File: src/tcc_regs.svh
`ifndef TCC_REGS_SVH
`define TCC_REGS_SVH
// Byte offsets of the register words
`define TCC_OFS_CMPA_LO  12'h000
`define TCC_OFS_CMPA_HI  12'h004
`define TCC_OFS_CMPB_LO  12'h008
`define TCC_OFS_CMPB_HI  12'h00c
`define TCC_OFS_CMPC_LO  12'h010
`define TCC_OFS_CMPC_HI  12'h014
`define TCC_OFS_CAP_LO   12'h018
`define TCC_OFS_CAP_HI   12'h01c
`define TCC_OFS_IRQ_EN   12'h020
`define TCC_OFS_FLAGS    12'h024
`define TCC_OFS_CLEAR    12'h028
`define TCC_OFS_CTRL     12'h02c
// Event bit positions, shared by flags, enables, clears and acks
`define TCC_BIT_WRAP     0
`define TCC_BIT_MATCH_A  1
`define TCC_BIT_MATCH_B  2
`define TCC_BIT_MATCH_C  3
`define TCC_BIT_CAPTURE  5
`define TCC_EVENT_MASK   8'h2f
// Control word fields
`define TCC_CTRL_MODE_LSB   0
`define TCC_CTRL_RISE_BIT   4
`define TCC_CTRL_ACOMP_BIT  5
`define TCC_CTRL_FORCE_LSB  6
`define TCC_CTRL_RD_MASK    8'h3f
// Reset values
`define TCC_RST_CMP      16'h0000
`define TCC_RST_CAP      16'h0000
`define TCC_RST_BYTE     8'h00
`define TCC_RST_CTRL     6'h00
`endif

File: src/tcc_pkg.sv
package tcc_pkg;
   // Counter core state seen by the compare and capture logic
   typedef struct packed {
      logic [15:0] count_value;
      logic        count_tick;
      logic        count_wrap;
      logic        count_at_top;
   } tcc_core_t;

   typedef logic [7:0]  tcc_byte_t;
   typedef logic [15:0] tcc_word_t;
   typedef logic [3:0]  tcc_mode_t;
endpackage : tcc_pkg

File: src/tcc_timer16.sv
// How it works
// Three 16-bit compare values, compared continuously.
// Compare writes pass through shared high-byte latch.
// Capture event copies counter into capture value.
// Capture low read loads high byte latch.
// Capture value can serve as counter TOP.
// Enable bits 5,3,2,1,0 gate with global enable.
// Flags at bits 5,3,2,1,0; others zero.
// Capture flag on event, or at TOP in capture-as-TOP modes.
// Match flag one timer tick after equality.
// Force strobe never sets a match flag.
// Wrap flag follows core's mode-aware wrap event.
// Executed interrupt vector clears its flag.
// Writing one clears a flag, zero keeps.
// High byte first, low byte commits both.
// Reserved flag and enable bits read zero.
//
// The APB slave port and the register offsets were left to the implementer.
`include "tcc_regs.svh"
`timescale 1ns/10ps
`default_nettype none

module tcc_timer16
   import tcc_pkg::*;
(
   input  wire logic        pclk,
   input  wire logic        presetn,
   input  wire logic        psel,
   input  wire logic        penable,
   input  wire logic        pwrite,
   input  wire logic [11:0] paddr,
   input  wire logic [31:0] pwdata,
   output var  logic [31:0] prdata,
   output var  logic        pready,
   output var  logic        pslverr,
   input  wire tcc_core_t   core,
   input  wire logic        capture_input_pin,
   input  wire logic        acomp_out,
   input  wire logic        global_irq_en,
   input  wire logic [7:0]  vector_ack,
   output var  logic [15:0] top_value,
   output var  logic        top_from_capture,
   output var  logic [2:0]  waveform_output_pin,
   output var  logic [7:0]  irq_req,
   output var  logic        irq
);

   // ==========================================================
   // Helpers
   // ==========================================================
   function automatic logic mode_capture_top(input tcc_mode_t m);
      case (m)
         4'h8, 4'ha, 4'hc, 4'he: mode_capture_top = 1'b1;
         default:                mode_capture_top = 1'b0;
      endcase
   endfunction : mode_capture_top

   function automatic logic mode_non_pwm(input tcc_mode_t m);
      case (m)
         4'h0, 4'h4, 4'hc: mode_non_pwm = 1'b1;
         default:          mode_non_pwm = 1'b0;
      endcase
   endfunction : mode_non_pwm

   function automatic logic match_on_tick(input tcc_core_t c, input tcc_word_t cmp);
      match_on_tick = c.count_tick && (c.count_value == cmp);
   endfunction : match_on_tick

   function automatic logic edge_seen(input logic lvl, input logic lvl_prev, input logic rise);
      edge_seen = rise ? (lvl & ~lvl_prev) : (~lvl & lvl_prev);
   endfunction : edge_seen

   function automatic tcc_word_t commit_word(input tcc_byte_t hi, input logic [31:0] d);
      commit_word = {hi, d[7:0]};
   endfunction : commit_word

   // ==========================================================
   // State
   // ==========================================================
   tcc_word_t   cmp_a_reg;
   tcc_word_t   cmp_b_reg;
   tcc_word_t   cmp_c_reg;
   tcc_word_t   cap_reg;
   tcc_byte_t   temp_reg;
   tcc_byte_t   irq_en_reg;
   tcc_byte_t   flags_reg;
   logic [5:0]  ctrl_reg;
   logic        src_prev_reg;
   logic [31:0] prdata_reg;
   logic        pready_reg;
   logic        pslverr_reg;
   logic [15:0] top_value_reg;
   logic        top_cap_reg;
   logic [2:0]  wave_reg;
   tcc_byte_t   irq_req_reg;
   logic        irq_reg;

   // ==========================================================
   // Bus decode
   // ==========================================================
   // Action happens at the end of the first access cycle; pready
   // follows one cycle later so read data and side effects agree.
   wire logic acc      = psel & penable & ~pready_reg;
   wire logic wr       = acc & pwrite;
   wire logic rd       = acc & ~pwrite;
   wire logic hit_al   = paddr == `TCC_OFS_CMPA_LO;
   wire logic hit_ah   = paddr == `TCC_OFS_CMPA_HI;
   wire logic hit_bl   = paddr == `TCC_OFS_CMPB_LO;
   wire logic hit_bh   = paddr == `TCC_OFS_CMPB_HI;
   wire logic hit_cl   = paddr == `TCC_OFS_CMPC_LO;
   wire logic hit_ch   = paddr == `TCC_OFS_CMPC_HI;
   wire logic hit_pl   = paddr == `TCC_OFS_CAP_LO;
   wire logic hit_ph   = paddr == `TCC_OFS_CAP_HI;
   wire logic hit_en   = paddr == `TCC_OFS_IRQ_EN;
   wire logic hit_fl   = paddr == `TCC_OFS_FLAGS;
   wire logic hit_clr  = paddr == `TCC_OFS_CLEAR;
   wire logic hit_ctl  = paddr == `TCC_OFS_CTRL;
   wire logic mapped   = hit_al | hit_ah | hit_bl | hit_bh | hit_cl | hit_ch
                        | hit_pl | hit_ph | hit_en | hit_fl | hit_clr | hit_ctl;
   wire logic wr_hi    = wr & (hit_ah | hit_bh | hit_ch | hit_ph);

   // ==========================================================
   // Control fields
   // ==========================================================
   wire tcc_mode_t mode     = ctrl_reg[`TCC_CTRL_MODE_LSB +: 4];
   wire logic      cap_top  = mode_capture_top(mode);
   wire logic [2:0] force_s = (wr & hit_ctl & mode_non_pwm(mode)) ?
                              pwdata[`TCC_CTRL_FORCE_LSB +: 3] : 3'h0;

   // ==========================================================
   // Compare and capture events
   // ==========================================================
   // Equality seen on a timer tick sets the flag at the edge that
   // ends that tick, i.e. one timer clock after equality began.
   wire logic [2:0] match_set = {
      match_on_tick(core, cmp_c_reg),
      match_on_tick(core, cmp_b_reg),
      match_on_tick(core, cmp_a_reg)};
   wire logic cap_src  = ctrl_reg[`TCC_CTRL_ACOMP_BIT] ? acomp_out
                                                       : capture_input_pin;
   wire logic cap_edge = edge_seen(cap_src, src_prev_reg, ctrl_reg[`TCC_CTRL_RISE_BIT]);
   // In capture-as-TOP modes the pin is disconnected
   wire logic capture  = cap_edge & ~cap_top;
   wire logic cap_flag = cap_top ? core.count_at_top : capture;

   wire tcc_byte_t ev_set;
   assign ev_set[`TCC_BIT_WRAP]    = core.count_wrap;
   assign ev_set[`TCC_BIT_MATCH_A] = match_set[0];
   assign ev_set[`TCC_BIT_MATCH_B] = match_set[1];
   assign ev_set[`TCC_BIT_MATCH_C] = match_set[2];
   assign ev_set[4]                = 1'b0;
   assign ev_set[`TCC_BIT_CAPTURE] = cap_flag;
   assign ev_set[7:6]              = 2'h0;

   wire tcc_byte_t sw_clr = (wr & (hit_fl | hit_clr)) ? pwdata[7:0] : 8'h00;
   wire tcc_byte_t ev_clr = sw_clr | vector_ack;
   // Set beats clear so a coincident event is not lost
   wire tcc_byte_t flags_next = ((flags_reg & ~ev_clr) | ev_set)
                                & `TCC_EVENT_MASK;
   wire tcc_byte_t req_next   = flags_next & irq_en_reg
                                & {8{global_irq_en}};

   // ==========================================================
   // Read mux
   // ==========================================================
   wire tcc_byte_t rd_byte =
        hit_al ? cmp_a_reg[7:0] : hit_ah ? cmp_a_reg[15:8] :
        hit_bl ? cmp_b_reg[7:0] : hit_bh ? cmp_b_reg[15:8] :
        hit_cl ? cmp_c_reg[7:0] : hit_ch ? cmp_c_reg[15:8] :
        hit_pl ? cap_reg[7:0]   : hit_ph ? temp_reg        :
        hit_en ? irq_en_reg     : hit_fl ? flags_reg       :
        hit_ctl ? (tcc_byte_t'(ctrl_reg) & `TCC_CTRL_RD_MASK) : 8'h00;

   // ==========================================================
   // Bus slave registers
   // ==========================================================
   // Answer one cycle after the access is taken, then drop again
   always_ff @(posedge pclk or negedge presetn) begin
      if (!presetn) begin
         pready_reg <= 1'b0;
      end else begin
         pready_reg <= acc;
      end
   end

   always_ff @(posedge pclk or negedge presetn) begin
      if (!presetn) begin
         pslverr_reg <= 1'b0;
      end else begin
         pslverr_reg <= acc & ~mapped;
      end
   end

   // Zero outside read answers keeps stale data off the bus
   always_ff @(posedge pclk or negedge presetn) begin
      if (!presetn) begin
         prdata_reg <= 32'h0000_0000;
      end else begin
         prdata_reg <= rd ? {24'h00_0000, rd_byte} : 32'h0000_0000;
      end
   end

   // ==========================================================
   // Shared high-byte latch
   // ==========================================================
   always_ff @(posedge pclk or negedge presetn) begin
      if (!presetn) begin
         temp_reg <= `TCC_RST_BYTE;
      end else if (wr_hi) begin
         temp_reg <= pwdata[7:0];
      end else if (rd & hit_pl) begin
         temp_reg <= cap_reg[15:8];
      end
   end

   // ==========================================================
   // Compare values, committed whole by the low-byte write
   // ==========================================================
   always_ff @(posedge pclk or negedge presetn) begin
      if (!presetn) begin
         cmp_a_reg <= `TCC_RST_CMP;
      end else if (wr & hit_al) begin
         cmp_a_reg <= commit_word(temp_reg, pwdata);
      end
   end

   always_ff @(posedge pclk or negedge presetn) begin
      if (!presetn) begin
         cmp_b_reg <= `TCC_RST_CMP;
      end else if (wr & hit_bl) begin
         cmp_b_reg <= commit_word(temp_reg, pwdata);
      end
   end

   always_ff @(posedge pclk or negedge presetn) begin
      if (!presetn) begin
         cmp_c_reg <= `TCC_RST_CMP;
      end else if (wr & hit_cl) begin
         cmp_c_reg <= commit_word(temp_reg, pwdata);
      end
   end

   // ==========================================================
   // Capture value
   // ==========================================================
   always_ff @(posedge pclk or negedge presetn) begin
      if (!presetn) begin
         src_prev_reg <= 1'b0;
      end else begin
         src_prev_reg <= cap_src;
      end
   end

   // Software may write it as TOP; a hardware capture wins a tie
   always_ff @(posedge pclk or negedge presetn) begin
      if (!presetn) begin
         cap_reg <= `TCC_RST_CAP;
      end else if (capture) begin
         cap_reg <= core.count_value;
      end else if (wr & hit_pl) begin
         cap_reg <= commit_word(temp_reg, pwdata);
      end
   end

   // ==========================================================
   // Control, enables, flags
   // ==========================================================
   always_ff @(posedge pclk or negedge presetn) begin
      if (!presetn) begin
         ctrl_reg <= `TCC_RST_CTRL;
      end else if (wr & hit_ctl) begin
         ctrl_reg <= pwdata[5:0];
      end
   end

   always_ff @(posedge pclk or negedge presetn) begin
      if (!presetn) begin
         irq_en_reg <= `TCC_RST_BYTE;
      end else if (wr & hit_en) begin
         irq_en_reg <= pwdata[7:0] & `TCC_EVENT_MASK;
      end
   end

   always_ff @(posedge pclk or negedge presetn) begin
      if (!presetn) begin
         flags_reg <= `TCC_RST_BYTE;
      end else begin
         flags_reg <= flags_next;
      end
   end

   // ==========================================================
   // Outputs toward core, pins and interrupt controller
   // ==========================================================
   always_ff @(posedge pclk or negedge presetn) begin
      if (!presetn) begin
         top_value_reg <= `TCC_RST_CMP;
      end else begin
         top_value_reg <= cap_top ? cap_reg : cmp_a_reg;
      end
   end

   always_ff @(posedge pclk or negedge presetn) begin
      if (!presetn) begin
         top_cap_reg <= 1'b0;
      end else begin
         top_cap_reg <= cap_top;
      end
   end

   // Pins toggle on real or forced match; only the real one flags
   always_ff @(posedge pclk or negedge presetn) begin
      if (!presetn) begin
         wave_reg <= 3'h0;
      end else begin
         wave_reg <= wave_reg ^ (match_set | force_s);
      end
   end

   always_ff @(posedge pclk or negedge presetn) begin
      if (!presetn) begin
         irq_req_reg <= 8'h00;
      end else begin
         irq_req_reg <= req_next;
      end
   end

   always_ff @(posedge pclk or negedge presetn) begin
      if (!presetn) begin
         irq_reg <= 1'b0;
      end else begin
         irq_reg <= |req_next;
      end
   end

   assign prdata              = prdata_reg;
   assign pready              = pready_reg;
   assign pslverr             = pslverr_reg;
   assign top_value           = top_value_reg;
   assign top_from_capture    = top_cap_reg;
   assign waveform_output_pin = wave_reg;
   assign irq_req             = irq_req_reg;
   assign irq                 = irq_reg;

endmodule : tcc_timer16

`default_nettype wire

File: config.mk
export PLATFORM = sky130hd
export DESIGN_NAME = tcc_timer16
export DESIGN_NICKNAME = d
export VERILOG_FILES = /design/src/tcc_pkg.sv /design/src/tcc_timer16.sv
export VERILOG_INCLUDE_DIRS = /design/src
export SDC_FILE = /design/constraint.sdc
export NUM_CORES = 1
export LEC_CHECK = 0
export ABC_AREA = 1
export BUFFER_PORTS_ARGS = -buffer_cell sky130_fd_sc_hd__buf_2
export CORE_MARGIN = 2
export CORE_UTILIZATION = 55
export DETAILED_ROUTE_END_ITERATION = 8
export GPL_TIMING_DRIVEN = 0
export PLACE_DENSITY = 0.8
export SLEW_MARGIN = 20
export SYNTH_ARGS = -nofsm -noshare
export SYNTH_HDL_FRONTEND = slang
export SYNTH_SLANG_ARGS = --single-unit
File: constraint.sdc
create_clock -name pclk -period 1.9 [get_ports pclk]
set_input_delay 0.19 -clock pclk [delete_from_list [all_inputs] [get_ports pclk]]
set_output_delay 0.19 -clock pclk [all_outputs]
set_load 0.02 [all_outputs]
; After elaboration in Yosys (flattened, before gate mapping)
; Index checks and enable logic that the tools add are counted.
[classes]
muxes = 24
add_sub_neg = 0
n_mul = 0
shift = 0
reduce_logical = 10
eq_ne = 19
div_mod_pow = 0
magnitude_cmp = 0
bitwise_logic = 47
[op_table]
columns = op, count
row1 = 8-bit two-way mux, 11
row2 = "12-bit by 5-bit == test with 1-bit output, second input constant", 4
row3 = "12-bit by 6-bit == test with 1-bit output, second input constant", 4
row4 = 16-bit == test, 3
row5 = 16-bit two-way mux, 3
row6 = "12-bit by 4-bit == test with 1-bit output, second input constant", 2
row7 = 6-bit two-way mux, 4
row8 = 1-bit bitwise AND, 18
row9 = "4-bit == test, second input constant", 4
row10 = 1-bit bitwise OR, 15
row11 = 6-bit bitwise AND, 2
row12 = "12-bit by 3-bit == test with 1-bit output, second input constant", 1
row13 = 12-bit logical NOT, 1
row14 = 6-bit bitwise OR, 2
row15 = 6-bit by 8-bit bitwise AND with 8-bit output, 1
row16 = 8-bit OR reduction, 1
row17 = 1-bit inverter, 6
row18 = 6-bit inverter, 1
row19 = 1-bit two-way mux, 5
row20 = "4-bit by 3-bit == test with 1-bit output, second input constant", 1
row21 = 4-bit logical NOT, 1
row22 = 2-bit nonzero test, 2
row23 = 4-bit OR reduction, 1
row24 = 1-bit logical AND, 3
row25 = other kinds (4), 4
[word_totals]
memories = 0
mem_bits_ro = 0
reg_bits = 128
wordCells = 117
ram_bits = 0
output_inout_bits = 63
input_bits = 79
latch_bits = 0

; Depth between registers and ports, before layout
[depth]
ltp_word = 14
depth_mapped = 13
depth_no_buf = 13

; Worst setup path before layout
; No wires, ideal clock.
[synth_path]
path_type = flip-flop to flip-flop
start = reg pready_reg (netlist: pready)
end = reg temp_reg[7]
required_ns = 1.762
synth_period_minus_slack_ns = 1.535
setup_time_ns = 0.138
stages_incl_launch_ff = 7
path_buffers = 0
arrival_time_ns = 1.397
slack_ns = 0.365
path_cell_list = dfrtp_1 > nor2_2 > inv_1 > nor2_1 > nand2_2 > nand2_1 > o221ai_1
[synth_via]
elab_chain_len = 5
elab_cells_between_ends = 8
cone_classes = mux (1) / bitwise (6) / reduce/logical (1)
[synth_lines]
columns = item, line_no
row1 = start: declaration, tcc_timer16.sv:90  ; logic pready_reg;
row2 = start signal: assignment, tcc_timer16.sv:180  ; pready_reg <= 1'b0;
row3 = start signal: assignment, tcc_timer16.sv:182  ; pready_reg <= acc;
row4 = 1-bit inverter *, tcc_timer16.sv:103  ; wire logic acc = psel & penable & ~pready_reg;
row5 = 1-bit bitwise AND *, tcc_timer16.sv:103
row6 = named net acc, tcc_timer16.sv:103
row7 = "1-bit bitwise AND, on equally long branches", "tcc_timer16.sv:104, tcc_timer16.sv:105"
row8 = "1-bit bitwise AND, on equally long branches", "tcc_timer16.sv:120, tcc_timer16.sv:211"
row9 = 8-bit two-way mux or 2-bit nonzero test (tied branches), -
row10 = end signal: assignment, tcc_timer16.sv:208  ; temp_reg <= `TCC_RST_BYTE;
row11 = end signal: assignment, tcc_timer16.sv:210  ; temp_reg <= pwdata[7:0];
row12 = end signal: assignment, tcc_timer16.sv:212  ; temp_reg <= cap_reg[15:8];
row13 = end: declaration, tcc_timer16.sv:84  ; tcc_byte_t temp_reg;
; Mark *: on every way through the listed nets, which the timed path passes. The rest lies on a longest branch.
; A chain may end at the register's enable or synchronous reset.

; Final worst setup path
[layout_path]
start = reg pready_reg (netlist: pready)
end = reg cmp_c_reg[4]
[layout_via]
elab_chain_len = 4
[layout_lines]
columns = item, line_no
row1 = 1-bit inverter, tcc_timer16.sv:103
row2 = 1-bit bitwise AND, tcc_timer16.sv:103
row3 = named net acc, tcc_timer16.sv:103
row4 = 1-bit bitwise AND, tcc_timer16.sv:104  ; wire logic wr = acc & pwrite;
row5 = 1-bit bitwise AND, tcc_timer16.sv:238  ; end else if (wr & hit_cl) begin
row6 = end signal: assignment, tcc_timer16.sv:237  ; cmp_c_reg <= `TCC_RST_CMP;
row7 = end signal: assignment, tcc_timer16.sv:239  ; cmp_c_reg <= commit_word(temp_reg, pwdata);
row8 = end: declaration, tcc_timer16.sv:82  ; tcc_word_t cmp_c_reg;
; The timed path passes the listed nets, and every way through them passes these cells.

==> run summary <==
Int Power = 5.24 mW
# rows = 40
CTS max path bufs = 2
number of global-route vias before repair = 5680
sw power = 1.68 mW
most frequent cells in the layout = 226 x nand2_1, 125 x dfrtp_1, 107 x inv_1
Die W = 114 microns
Clk Latency, worst-skew pair = 0.42 ns
slew of the pin with the lowest slew margin = 0.563 ns
Startpoint Class = flop
slew margin rel. = 0.625
commonest non-fill, non-tap cell in the layout = nand2_1
DP HPWL = 15000 microns
Hold Crit Class = input port to flop
Worst Path Arrival = 2.12 ns
die footprint = 13000 sq um
setup violators final = 0
Synth Warn # = 0
Flop pwr share = 0.398
Post-Route WL = 20200 microns
Synth Area per Inst = 7.82 sq um
Combinational Power Share = 0.077
residual DRC count = 0
Cell Chain, Critical Path = nor2_2, nand2_1, inv_2, nand3_2, clkbuf_1, o21ai_0
Clock transition at path regs = 0.06 ns
Seq/Total Area, Yosys = 0.470
Power Density = 852 nW/um^2
Die Y-Extent = 114 microns
Reg area = 3130 sq um
Core ar. = 11900 sq um
Post-synth EDFFs = 0
peak supply drop = 0.000495 V
Pleak = 4.14 nW
Critical Path Sink Type = flop
Area Overhead vs Synth = 22.2%
Primary FF master, synth = dfrtp_1
Sw Ratio = 0.243
count of pins over their slew limit = 0
DRT Pass-1 Iters = 7
H-tree levels = 4
total CTS buffers = 17
status = finished clean
Post-DRT Antenna Nets = 0
slowest cell on the critical path = dfrtp_1
critical path peak fanout = 10
DRT iter0 DRCs = 745
flip-flop and latch count after synthesis = 125
Peak Freq = 554 MHz
first-pass GRT wire length = 30900 microns
Synth async-reset ratio = 1.00
Final Hold Viols = 0
largest net degree at the start of global routing = 85
Ports = 142
RSZ-0062 raised after global routing = no
nets = 1067
footprint of the multi-input gates = 2890 sq um
antenna violations before repair = 0
starting density of the core = 0.559
Max-Cap Viols = 0
n_diodes = 0
WS Path Type = flop to flop
clk root buf = clkbuf_16
share of layout cells above drive strength 1 = 0.211
TritonCTS clock tree = yes
CP Data Required Time = 2.22 ns
Clk pwr share = 0.525
Filler Cells Inserted = 991
WL/cell = 17.6 microns
Tcrit/Tclk final = 0.949
Mapped Area = 6650 sq um
clock sink total = 125
FF-to-FF setup slack = 0.1 ns
remaining global-route overflow = 0
GP Congestion = 1.04
Syn Inst Count = 851
Fin Clk Skew = 0.00694 ns
port bufs = 88
gr usage total = 0.319
Vias = 6324
fin crit period = 1.80 ns
Distinct cells, synth = 36
vias per cell = 5.51
DP Area = 7410 sq um
Crit path largest cell delay = 0.38 ns
Final Cell Area = 8130 sq um
final hold slack = 0.0162 ns
==> kinds of logic (layout without fill, tap and decap cells) <==
family / count (synthesis) / after routing / synth area share
other cells: 1 / 27 / 0.000564
xor+xnor: 22 / 22 / 0.0290
simple gates: 343 / 343 / 0.226
flops: 125 / 125 / 0.470
compound gates: 191 / 191 / 0.160
buf+inv: 169 / 293 / 0.114
==> critical path: cells and delay by family, from the launching register on <==
family	cells	cell delay [ns]
and+or+nand+nor	3	0.51
DFF	1	0.38
AOI/OAI and AO/OA	1	0.28
buffers and inverters	2	0.53
==> synthesized netlist by cell type (4+ instances only) <==
cell,number,area [sq um]
buf_4,29,218
o22ai_1,7,43.8
nand2_2,9,56.3
o21ai_1,70,350
nor3_1,4,20.0
inv_1,107,402
a21oi_1,13,65.1
o21ai_2,5,43.8
nand3b_1,5,37.5
buf_2,12,60.1
o21ai_0,78,390
nor2_2,5,31.3
clkbuf_1,6,22.5
nor2_4,9,101
nand2_1,226,848
nand3_1,32,160
dfrtp_1,125,3130
o221ai_1,9,78.8
nand4_1,13,81.3
xor2_1,13,114
xnor2_1,9,78.8
nor2_1,35,131
inv_2,12,45.0
==> timing repair <==
item	CTS	global route
hold endpoints to repair	42	0
endpoints found under the setup margin	17	8
setup buffers	0	1
pin swaps	0	1
resized for setup	2	6
hold buffers	2	0
==> power by group through the flow <==
stage	Combinational, mW	Sequential [mW]	Clock, mW
floorplan	0.279	2.79	0
global placement	0.493	2.80	0
detailed placement	0.510	2.80	0
CTS	0.517	2.75	3.64
global route	0.582	2.76	3.77
finish	0.535	2.75	3.64
==> metrics by stage <==
| step | worst slack [ns] | util | setup TNS (ns) | total power [mW] | cells |
|---|---|---|---|---|---|
| 2_1_floorplan | 0.365 | - | 0 | 3.07 | 877 |
| 4_1_cts | 0.0728 | 0.680 | 0 | 6.91 | 1147 |
| 6_report | 0.0962 | 0.682 | 0 | 6.93 | 1148 |
| 5_1_grt | 0.00393 | 0.682 | 0 | 7.11 | 1148 |
| 3_5_place_dp | -0.0798 | 0.622 | -0.622 | 3.31 | 1113 |
| 3_3_place_gp | -0.852 | 0.619 | -105.87 | 3.29 | 1112 |
==> final cells by class <==
cell class                 instances  share of cell area
sequential                       125               0.385
tap                              147              0.0226
clock buffer                      17              0.0523
buffer                            48              0.0377
clock inverter                    15              0.0289
inverter                         121              0.0559
multi-input combinational        583               0.356
timing repair buffer              92              0.0617
==> routing by layer <==
layer  vias to the layer above  global-route usage  part of all wire
met5                         -                   0                 0
met4                         0               0.143             0.047
met3                        72              0.0792              0.11
met2                       388               0.489              0.45
met1                      2888               0.431              0.39
li1                       2976                   -                 -
==> path summary, 6_finish.rpt <==
check | startpoint | end | cells past startpoint
worst max-delay path | pready | cmp_c_reg[4] | 6
worst min register to register | pready | pready | 1
worst min-delay path | penable | pready | 3
worst max register to register | pready | cmp_c_reg[4] | 6
min in group asynchronous | presetn | cmp_b_reg[12] | 2
max in group asynchronous | presetn | src_prev_reg | 3
No activity file was read; power rests on OpenSTA's default activity.
